File: src/flash_pkg.sv
package flash_pkg;
  localparam int ADDR_W = 16;
  localparam int DATA_W = 16;
  localparam int N_REQ = 3;
  // Requester slots, index into the one-hot grant
  localparam int SLOT_CPU = 0;
  localparam int SLOT_TEST = 1;
  localparam int SLOT_BOOT = 2;
  // Operation codes
  localparam logic [2:0] OP_PROG_BYTE = 3'h0;
  localparam logic [2:0] OP_PROG_WORD = 3'h1;
  localparam logic [2:0] OP_ERASE_SEG = 3'h2;
  localparam logic [2:0] OP_ERASE_MAIN = 3'h3;
  localparam logic [2:0] OP_ERASE_MASS = 3'h4;
  localparam logic [2:0] OP_READ = 3'h5;
  // Memory map
  localparam logic [15:0] INFO_FIRST = 16'h1000;
  localparam logic [15:0] INFO_LAST = 16'h10FF;
  localparam logic [15:0] MAIN_FIRST = 16'h1100;
  localparam logic [15:0] SEG_A_FIRST = 16'h10C0;
  localparam logic [15:0] SEG_A_LAST = 16'h10FF;
  localparam int MAIN_SEG_BYTES = 512;
  localparam int INFO_SEG_BYTES = 64;
  localparam logic [15:0] MAIN_SEG_MASK = 16'(~(MAIN_SEG_BYTES - 1));
  localparam logic [15:0] INFO_SEG_MASK = 16'(~(INFO_SEG_BYTES - 1));
  localparam logic [7:0] TAG_EMPTY = 8'hFE;
  localparam logic LOCK_A_RESET = 1'b1;
endpackage

File: src/req_arbiter.sv
`timescale 1ns/1ps
module req_arbiter
  import flash_pkg::*;
#(
  parameter int N = N_REQ
) (
  input wire logic [N-1:0] req,
  input wire logic enable,
  output logic [N-1:0] grant
);
  // Fixed priority, highest index wins: the test port and boot loader
  // run with the CPU halted, so starvation of the CPU is not a concern.
  always_comb begin
    grant = '0;
    if (enable) begin
      for (int i = N - 1; i >= 0; i--) begin
        if (req[i] && (grant == '0)) begin
          grant[i] = 1'b1;
        end
      end
    end
  end
endmodule

File: src/flash_segment_control.sv
`timescale 1ns/1ps
// Summary of operation
// - Program and erase requests are taken from the CPU, the test access port and the serial boot loader.
// - The CPU programs either one byte or one aligned 16-bit word per write.
// - Main flash erases in segments of 512 contiguous bytes.
// - Information flash holds segments A to D, 64 bytes each, each addressed on its own.
// - Main flash erases either all main segments at once or one main segment.
// - Each information segment erases alone, and a mass erase clears info and main together.
// - After any reset segment A is locked against program and erase until software unlocks it.
// - A marginal read mode can be selected to check stored contents.
// - Segment A holds tag-length-value records and a tag of 0xFE marks an empty area.
// - The serial boot loader reaches memory only after the correct user password is given.
module flash_segment_control
  import flash_pkg::*;
(
  input wire logic clock,
  input wire logic rst_b,
  input wire logic [N_REQ-1:0] req_valid,
  input wire logic [3*N_REQ-1:0] req_op,
  input wire logic [ADDR_W*N_REQ-1:0] req_addr,
  input wire logic [DATA_W*N_REQ-1:0] req_wdata,
  output logic [N_REQ-1:0] req_ready,
  output logic [N_REQ-1:0] resp_done,
  output logic resp_error,
  output logic [DATA_W-1:0] resp_rdata,
  output logic resp_tag_empty,
  input wire logic seg_a_unlock,
  input wire logic seg_a_lock,
  output logic seg_a_locked,
  input wire logic [1:0] margin_select,
  input wire logic boot_pw_valid,
  input wire logic [DATA_W-1:0] boot_pw_data,
  input wire logic [DATA_W-1:0] user_password,
  output logic boot_open,
  output logic arr_start,
  output logic [2:0] arr_op,
  output logic [ADDR_W-1:0] arr_addr,
  output logic [DATA_W-1:0] arr_wdata,
  output logic [1:0] arr_margin,
  input wire logic arr_done,
  input wire logic [DATA_W-1:0] arr_rdata
);
  typedef enum logic [1:0] {
    ST_IDLE = 2'b01,
    ST_BUSY = 2'b10
  } state_t;

  typedef struct packed {
    state_t st;
    logic [N_REQ-1:0] owner;
    logic lock_a;
    logic boot_ok;
    logic [1:0] margin;
    logic start;
    logic [2:0] op;
    logic [ADDR_W-1:0] addr;
    logic [DATA_W-1:0] wdata;
    logic [N_REQ-1:0] done;
    logic err;
    logic [DATA_W-1:0] rdata;
    logic tag_empty;
  } ctl_t;

  ctl_t ctl_reg;
  ctl_t ctl_next;
  logic [N_REQ-1:0] grant;
  logic [2:0] g_op;
  logic [ADDR_W-1:0] g_addr;
  logic [DATA_W-1:0] g_wdata;
  logic in_info;
  logic in_main;
  logic hits_a;
  logic refuse;
  logic [ADDR_W-1:0] main_base;

  req_arbiter #(.N(N_REQ)) req_arbiter_i (
    .req(req_valid),
    .enable(ctl_reg.st == ST_IDLE),
    .grant(grant)
  );

  // Select the granted requester's fields
  always_comb begin
    g_op = '0;
    g_addr = '0;
    g_wdata = '0;
    for (int i = 0; i < N_REQ; i++) begin
      if (grant[i]) begin
        g_op = req_op[3*i +: 3];
        g_addr = req_addr[ADDR_W*i +: ADDR_W];
        g_wdata = req_wdata[DATA_W*i +: DATA_W];
      end
    end
  end

  assign in_info = (g_addr >= INFO_FIRST) && (g_addr <= INFO_LAST);
  assign in_main = (g_addr >= MAIN_FIRST);
  assign hits_a = (g_addr >= SEG_A_FIRST) && (g_addr <= SEG_A_LAST);
  // The lowest main segment is cut short by the info area; masking alone would
  // point its erase back into info memory and segment A, so the base is clamped
  assign main_base = ((g_addr & MAIN_SEG_MASK) < MAIN_FIRST) ? MAIN_FIRST : (g_addr & MAIN_SEG_MASK);

  always_comb begin
    refuse = 1'b0;
    case (g_op)
      OP_PROG_BYTE: refuse = !(in_info || in_main);
      OP_PROG_WORD: refuse = !(in_info || in_main) || g_addr[0];
      OP_ERASE_SEG: refuse = !(in_info || in_main);
      OP_ERASE_MAIN: refuse = 1'b0;
      OP_ERASE_MASS: refuse = 1'b0;
      OP_READ: refuse = !(in_info || in_main);
      default: refuse = 1'b1;
    endcase
    // Mass erase would wipe segment A too, so it is refused whole while locked
    if (ctl_reg.lock_a && ((hits_a && (g_op <= OP_ERASE_SEG)) || (g_op == OP_ERASE_MASS))) begin
      refuse = 1'b1;
    end
    if (grant[SLOT_BOOT] && !ctl_reg.boot_ok) begin
      refuse = 1'b1;
    end
  end

  always_comb begin
    ctl_next = ctl_reg;
    ctl_next.start = 1'b0;
    ctl_next.done = '0;
    ctl_next.margin = margin_select;
    // Lock request wins over unlock in the same cycle
    if (seg_a_unlock) begin
      ctl_next.lock_a = 1'b0;
    end
    if (seg_a_lock) begin
      ctl_next.lock_a = 1'b1;
    end
    if (boot_pw_valid) begin
      ctl_next.boot_ok = (boot_pw_data == user_password);
    end
    case (ctl_reg.st)
      ST_IDLE: begin
        if (grant != '0) begin
          if (refuse) begin
            ctl_next.done = grant;
            ctl_next.err = 1'b1;
          end else begin
            ctl_next.st = ST_BUSY;
            ctl_next.owner = grant;
            ctl_next.start = 1'b1;
            ctl_next.op = g_op;
            ctl_next.wdata = (g_op == OP_PROG_BYTE) ? {8'h00, g_wdata[7:0]} : g_wdata;
            ctl_next.addr = g_addr;
            if (g_op == OP_ERASE_SEG) begin
              ctl_next.addr = in_main ? main_base : (g_addr & INFO_SEG_MASK);
            end
          end
        end
      end
      ST_BUSY: begin
        if (arr_done) begin
          ctl_next.st = ST_IDLE;
          ctl_next.done = ctl_reg.owner;
          ctl_next.err = 1'b0;
          ctl_next.rdata = (ctl_reg.op == OP_READ) ? arr_rdata : '0;
          ctl_next.tag_empty = (ctl_reg.op == OP_READ) && (arr_rdata[7:0] == TAG_EMPTY);
        end
      end
      default: ctl_next.st = ST_IDLE;
    endcase
  end

  always_ff @(posedge clock) begin
    if (!rst_b) begin
      ctl_reg <= '{st: ST_IDLE, lock_a: LOCK_A_RESET, default: '0};
    end else begin
      ctl_reg <= ctl_next;
    end
  end

  assign req_ready = grant;
  assign resp_done = ctl_reg.done;
  assign resp_error = ctl_reg.err;
  assign resp_rdata = ctl_reg.rdata;
  assign resp_tag_empty = ctl_reg.tag_empty;
  assign seg_a_locked = ctl_reg.lock_a;
  assign boot_open = ctl_reg.boot_ok;
  assign arr_start = ctl_reg.start;
  assign arr_op = ctl_reg.op;
  assign arr_addr = ctl_reg.addr;
  assign arr_wdata = ctl_reg.wdata;
  assign arr_margin = ctl_reg.margin;

  a_lock_after_reset: assert property (@(posedge clock) !rst_b |=> seg_a_locked)
    else $error("segment A not locked after reset");
  a_locked_no_a_op: assert property (@(posedge clock) disable iff (!rst_b)
    arr_start && $past(seg_a_locked) |-> !((arr_addr >= SEG_A_FIRST) && (arr_addr <= SEG_A_LAST) && (arr_op <= OP_ERASE_SEG)))
    else $error("locked segment A was started");
  a_locked_no_mass: assert property (@(posedge clock) disable iff (!rst_b)
    arr_start && $past(seg_a_locked) |-> arr_op != OP_ERASE_MASS)
    else $error("mass erase started while locked");
  a_boot_gate: assert property (@(posedge clock) disable iff (!rst_b)
    grant[SLOT_BOOT] && !boot_open |=> !arr_start && resp_error)
    else $error("boot loader served without password");
  a_word_aligned: assert property (@(posedge clock) disable iff (!rst_b)
    arr_start && arr_op == OP_PROG_WORD |-> !arr_addr[0])
    else $error("odd word program started");
  a_main_seg_base: assert property (@(posedge clock) disable iff (!rst_b)
    arr_start && arr_op == OP_ERASE_SEG && arr_addr >= MAIN_FIRST |-> arr_addr[8:0] == 9'h000 || arr_addr == MAIN_FIRST)
    else $error("main segment erase not aligned");
  a_info_seg_base: assert property (@(posedge clock) disable iff (!rst_b)
    arr_start && arr_op == OP_ERASE_SEG && arr_addr <= INFO_LAST |-> arr_addr[5:0] == 6'h00)
    else $error("info segment erase not aligned");
  a_done_follows: assert property (@(posedge clock) disable iff (!rst_b)
    ctl_reg.st == ST_BUSY && arr_done |=> resp_done == $past(ctl_reg.owner) && !resp_error)
    else $error("array completion not answered");
  a_empty_tag: assert property (@(posedge clock) disable iff (!rst_b)
    ctl_reg.st == ST_BUSY && arr_done && arr_op == OP_READ && arr_rdata[7:0] == TAG_EMPTY |=> resp_tag_empty)
    else $error("empty tag not flagged");
  a_margin_pass: assert property (@(posedge clock) disable iff (!rst_b)
    rst_b |=> arr_margin == $past(margin_select))
    else $error("margin mode not forwarded");
endmodule

File: config.mk
export PLATFORM = sky130hd
export DESIGN_NAME = flash_segment_control
export DESIGN_NICKNAME = d
export VERILOG_FILES = /design/src/flash_pkg.sv /design/src/req_arbiter.sv /design/src/flash_segment_control.sv
export SDC_FILE = /design/constraint.sdc
export NUM_CORES = 1
export LEC_CHECK = 0
export BUFFER_PORTS_ARGS = -buffer_cell sky130_fd_sc_hd__buf_2
export CELL_PAD_IN_SITES_DETAIL_PLACEMENT = 0
export CELL_PAD_IN_SITES_GLOBAL_PLACEMENT = 1
export CORE_UTILIZATION = 31
export DETAILED_ROUTE_END_ITERATION = 12
export PLACE_DENSITY_LB_ADDON = 0.08
export SYNTH_ARGS = -nofsm -noshare
export SYNTH_HDL_FRONTEND = slang
export SYNTH_HIERARCHICAL = 1
export SYNTH_SLANG_ARGS = --single-unit
File: constraint.sdc
create_clock -name clock -period 2.9 [get_ports clock]
set_input_delay 0.58 -clock clock [delete_from_list [all_inputs] [get_ports clock]]
set_output_delay 0.58 -clock clock [all_outputs]
set_load 0.03 [all_outputs]
* Word-level counts from Yosys, hierarchy flattened
Index checks and enable logic that the tools add are counted.
Storage, ports and cells: bits of input ports 164, word-level logic and storage cells 93, register bits after elaboration 66
Cells by class: reduce and logical (&&, ||, !) cells 25, $lt $le $gt $ge 6, muxes and demuxes 32, bitwise gates (word level) 3, eq/ne operators 14
Operator list (count):
- 2-to-1 mux 16 bit | 11
- >= comparator 16 x 13 -> 1 bit (second input constant) | 3
- 2-to-1 mux 36 bit | 1
- 2-to-1 mux 21 bit | 1
- equality test 16 bit | 1
- <= comparator 16 x 13 -> 1 bit (second input constant) | 1
- less-than comparator 16 x 13 -> 1 bit (second input constant) | 1
- 2-to-1 mux 3 bit | 4
- 2-to-1 mux 5 bit | 2
- equality test 3 bit (second input constant) | 3
- AND reduction 3 bit | 3
- equality test 8 bit (second input constant) | 1
- logical AND 1 bit | 8
- 2-to-1 mux 4 bit | 2
- != test 2 bit (second input constant) | 4
- one-hot mux 4 bit (2 select lines) | 1
- 2-to-1 mux 1 bit | 7
- equality test 3 x 2 -> 1 bit (second input constant) | 2
- one-hot mux 2 bit (2 select lines) | 1
- AND reduction 4 bit | 1
- OR reduction 2 bit | 2
- equality test 3 x 1 -> 1 bit (second input constant) | 1
- <= comparator 3 x 2 -> 1 bit (second input constant) | 1
- zero test 3 bit | 1
- 12 further kinds | 17

* Depth between registers and ports, before layout
word-level depth 24, mapped depth 14

* Hierarchy
Netlist, hierarchy kept.
Modules (own cells, without submodules):
- flash_segment_control | cells an instance 512, area each 4043.9 sq um, instances 1, sequential area each 1321.3 sq um
- req_arbiter | cells an instance 3, area each 30.0 sq um, instances 1, sequential area each 0.0 sq um

* Worst setup path after synthesis
No wires, ideal clock.
path kind input port to flip-flop, from in req_valid[1], to reg ctl_reg, in the netlist arr_addr[1], stages on the path 12, path slack 0.005 ns, data arrival time 2.778 ns, buffers on the path 4, data required time 2.783 ns, cells stage by stage and4bb_2 > buf_2 > buf_2 > nand3b_1 > a21oi_1 > nor4_1 > a211o_1 > a211oi_4 > and2_1 > buf_6 > buf_6 > o21ai_1
Between the ends: longest elaborated chain between the ends 20
RTL lines:
- start: declaration | line flash_segment_control.sv:18 | input wire logic [N_REQ-1:0] req_valid,
- logical AND 1 bit * | line req_arbiter.sv:17 | if (req[i] && (grant == '0)) begin
- 2-to-1 mux 1 bit * | line req_arbiter.sv:17
- 2-to-1 mux 1 bit * | line req_arbiter.sv:15 | if (enable) begin
- zero test 2 bit | line req_arbiter.sv:17
- logical AND 1 bit | line req_arbiter.sv:17
- 2-to-1 mux 1 bit | line req_arbiter.sv:17
- 2-to-1 mux 3 bit * | line req_arbiter.sv:15
- 2-to-1 mux 16 bit (3 in a row) | line flash_segment_control.sv:88 | if (grant[i]) begin
- (+2 left out)
- logical OR 1 bit
- zero test 1 bit
- logical OR 1 bit | line flash_segment_control.sv:107 | OP_PROG_WORD: refuse = !(in_info || in_main) || g_addr[0];
- one-hot mux 1 bit (3 select lines) | line flash_segment_control.sv:105 | case (g_op)
- 2-to-1 mux 1 bit | line flash_segment_control.sv:115 | if (ctl_reg.lock_a && ((hits_a && (g_op <= OP_ERASE_SEG)) || (g_op == OP_ERASE_MASS))) begin
- 2-to-1 mux 1 bit | line flash_segment_control.sv:118 | if (grant[SLOT_BOOT] && !ctl_reg.boot_ok) begin
- NOT 1 bit (no line)
- AND reduction 3 bit (no line)
- end signal: assignment | line flash_segment_control.sv:174 | ctl_reg <= ctl_next;
- end: declaration | line flash_segment_control.sv:64 | ctl_t ctl_reg;
Every way passes the cells marked *; elsewhere a longest branch is shown, timed or not. The select of a mux whose other input is x is not followed. A chain may end at the register's enable or synchronous reset.

* Worst setup path in the final report
from reg ctl_reg[65] in the netlist's numbering, to reg ctl_reg[62] in the netlist's numbering
Between the ends: longest elaborated chain between the ends 15
RTL lines:
- equality test 2 x 1 -> 1 bit * | line flash_segment_control.sv:78, flash_segment_control.sv:138
- 2-to-1 mux 3 bit | line req_arbiter.sv:15
- 2-to-1 mux 16 bit (3 in a row) | line flash_segment_control.sv:88
- >= comparator 16 x 13 -> 1 bit or <= comparator 16 x 13 -> 1 bit (tied branches) | line flash_segment_control.sv:96, flash_segment_control.sv:98
- logical AND 1 bit | line flash_segment_control.sv:96 | assign in_info = (g_addr >= INFO_FIRST) && (g_addr <= INFO_LAST);
- logical OR 1 bit
- zero test 1 bit
- logical OR 1 bit | line flash_segment_control.sv:107
- one-hot mux 1 bit (3 select lines) | line flash_segment_control.sv:105
- 2-to-1 mux 1 bit | line flash_segment_control.sv:115
- 2-to-1 mux 1 bit | line flash_segment_control.sv:118
- NOT 1 bit (no line)
- AND reduction 3 bit (no line)
Every way passes the cells marked *; elsewhere a longest branch is shown, timed or not.

==> flow_summary.ini <==
[run_status]
status = finished, final reports clean

[clock_tree]
cts_max_level = 3
cts_made_buffers = 9
insertion_delay_ns = 0.32
cts_tree = yes
clockBufferDepth = 2
cts.sinks = 66
cts_root_buffer = clkbuf_16
clk_pin_slew_ns = 0.05
cts_hold_buf = 0

[timing]
tightest_slew_ns = 0.751
setup_violations = 0
hold_ws_ns = 0.436
rsz0062_at_grt = false
drv_slew = 0
fin_skew_ns = 0.00269
post-route-period-util_pct = 94.5
period_minus_slack_ns = 2.74
slew_headroom_pct = 49.8
hold_viol = 0
fmax_mhz = 365
fin_setup_tns_ns = 0

[logic_synthesis]
ys_seq_area_share_pct = 32.4
synth_flop_cell = dfxtp_1
synth.area.top_cells = dfxtp_1 (32%), buf_4 (11%), nand2_1 (8.5%)
avgSynthCellArea_um2 = 7.91
yosys-top-cells-count = nand2_1 (92), dfxtp_1 (66), buf_4 (57), a22oi_1 (36), nor2_1 (30)
synth_enable_flop_cells = 0
yosysMostFrequentCell = nand2_1
synth_cells = 515
synth_top_area_cell = dfxtp_1
syn_nets = 681
synth_seq_cells = 66
async_flop_share_pct = 0
synth_top_area_share_pct = 32.4
ys_types = 46
ys_warn_count = 6
synth_area_um2 = 4070

[floorplanning]
core_um2 = 12700
num_rows = 41
ios = 228
die_h_um = 117
dieArea_um2 = 13600
start_util_pct = 32.0
die_x_um = 117

[routing]
dr.pass1.iters = 4
vias = 4054
drc = 0
vias_per_cell = 4.71
wl_per_cell_um = 13.8
finalWirelength_mm = 11.9
drtIter0Drc = 159
ant_nets = 0

[critical_path]
setup.worst_path.start = ctl_reg[65]
worst_setup_path_start_kind = flop
cp_data_required_time_ns = 3.15
end_kind = flop
path_max_fanout = 11
path_cells = inv_1 > ha_2 > and4bb_4 > nand3b_1 > a21oi_4 > mux2i_1 > a211o_1 > a211oi_4 > and2_4 > buf_4 > mux2i_1
cp.arrival_ns = 2.99
r2r_start = ctl_reg[65]
cp_common_cell = mux2i_1
cp_slowest_cell = and4bb_4
path_class = flop to flop
cp_slowest_stage_delay_ns = 0.35

[grt]
antenna_found_initial = 0
grt_util_all_layers_pct = 17.3
grt_pass1_wl_mm = 18.2
grt_max_degree = 56
grt_pass1_vias = 3752
overflow = 0

[cells_and_area]
syn_to_final_growth_pct = 32.6
fillerInstances = 1374
drive_gt1_share_pct = 40.8
diodes = 0
final_area_um2 = 5400
fin_nets = 850

[power_and_ir_drop]
vdd_drop_max_mv = 0.346
power_density_nw_per_um2 = 828
leakage_uw = 0.00250
power_uw = 4470

[placed_design]
gp_congestion = 0.783
portBuffers = 227
dp_hpwl_mm = 9.15
placed_area_um2 = 5030

[worst_hold_path]
hp-class = input pin to flop
worstHoldStart = seg_a_lock

[flow_run]
maxCapViolations = 0
==> critical path: cells and delay by family, from the launching register on <==
family / cells / cell delay, ns
compound gates: 3 / 0.87
fa+ha+maj: 1 / 0.23
buf+inv: 2 / 0.24
flops: 1 / 0.31
mux: 2 / 0.29
simple gates: 3 / 0.72
==> repair_timing <==
action	CTS	global route
resized for setup	0	10
setup endpoints to repair	20	45
pin swaps	1	1
buffers inserted	1	0
gates cloned	0	1
hold endpoints to repair	0	0
==> cells in the final DEF, fill, tap and decap left out, types with 2 or more instances in the layout <==
cell	count
nand4_1	15
o21ai_1	10
xnor2_1	16
inv_1	7
a22o_1	3
a211o_1	2
and2_1	3
bufinv_16	2
nor2_1	30
mux2i_1	29
nor3_1	5
a21oi_1	27
nand3b_1	14
buf_4	19
and2_4	2
a221oi_1	2
nor2b_1	13
buf_12	3
a21oi_4	3
nand2_1	92
clkbuf_16	9
dfxtp_1	66
a22oi_1	36
o21ai_0	24
nor4_1	2
clkinv_2	2
buf_2	227
==> path summary, 6_finish.rpt <==
| kind | to | slack (ns) | cells past startpoint |
|---|---|---|---|
| hold reg to reg | arr_addr[5] | 0.45 | 2 |
| setup / recovery | ctl_reg[62] | 0.16 | 11 |
| hold / removal | seg_a_locked | 0.44 | 2 |
| setup reg to reg | ctl_reg[62] | 0.16 | 11 |
==> per-stage QoR <==
stage	util [%]	std cells	setup WS, ns
floorplan	-	515	0.00473
finish	42.4	861	0.160
global route	42.4	861	0.000549
CTS	42.1	860	0.00498
detailed placement	39.5	843	-0.146
global placement	39.5	843	-0.0725
==> per-layer routing <==
metal | track usage [%] | share of wire (%)
met5 | 0 | 0
met2 | 30.9 | 50
met3 | 4.67 | 6.1
met1 | 20.1 | 42
met4 | 5.40 | 1.5
==> area by class of cell <==
| class | instances | area [µm²] | area share, % |
|---|---|---|---|
| repair buffers | 249 | 1340 | 24.8 |
| clock buffers | 11 | 243 | 4.49 |
| multi-input cells | 351 | 2180 | 40.3 |
| flip-flops and latches | 66 | 1320 | 24.5 |
| well taps | 172 | 215 | 3.99 |
| inverters | 7 | 26.3 | 0.487 |
| clock inverters | 5 | 77.6 | 1.44 |
==> cells by family after synthesis <==
| group | count (synthesis) | synth area share (%) |
|---|---|---|
| muxes | 29 | 7.13 |
| DFF | 66 | 32.4 |
| and+or+nand+nor | 187 | 22.5 |
| xor gates and xnor gates | 16 | 3.44 |
| adders and majority gates | 2 | 0.614 |
| buffers and inverters | 99 | 15.2 |
| AOI/OAI and AO/OA | 116 | 18.7 |
==> where the power goes <==
part	switching, µW	total, µW	internal [µW]
logic	1270	2110	836
clock network	390	1160	773
registers	103	1200	1100
No activity file was read; power rests on OpenSTA's default activity.
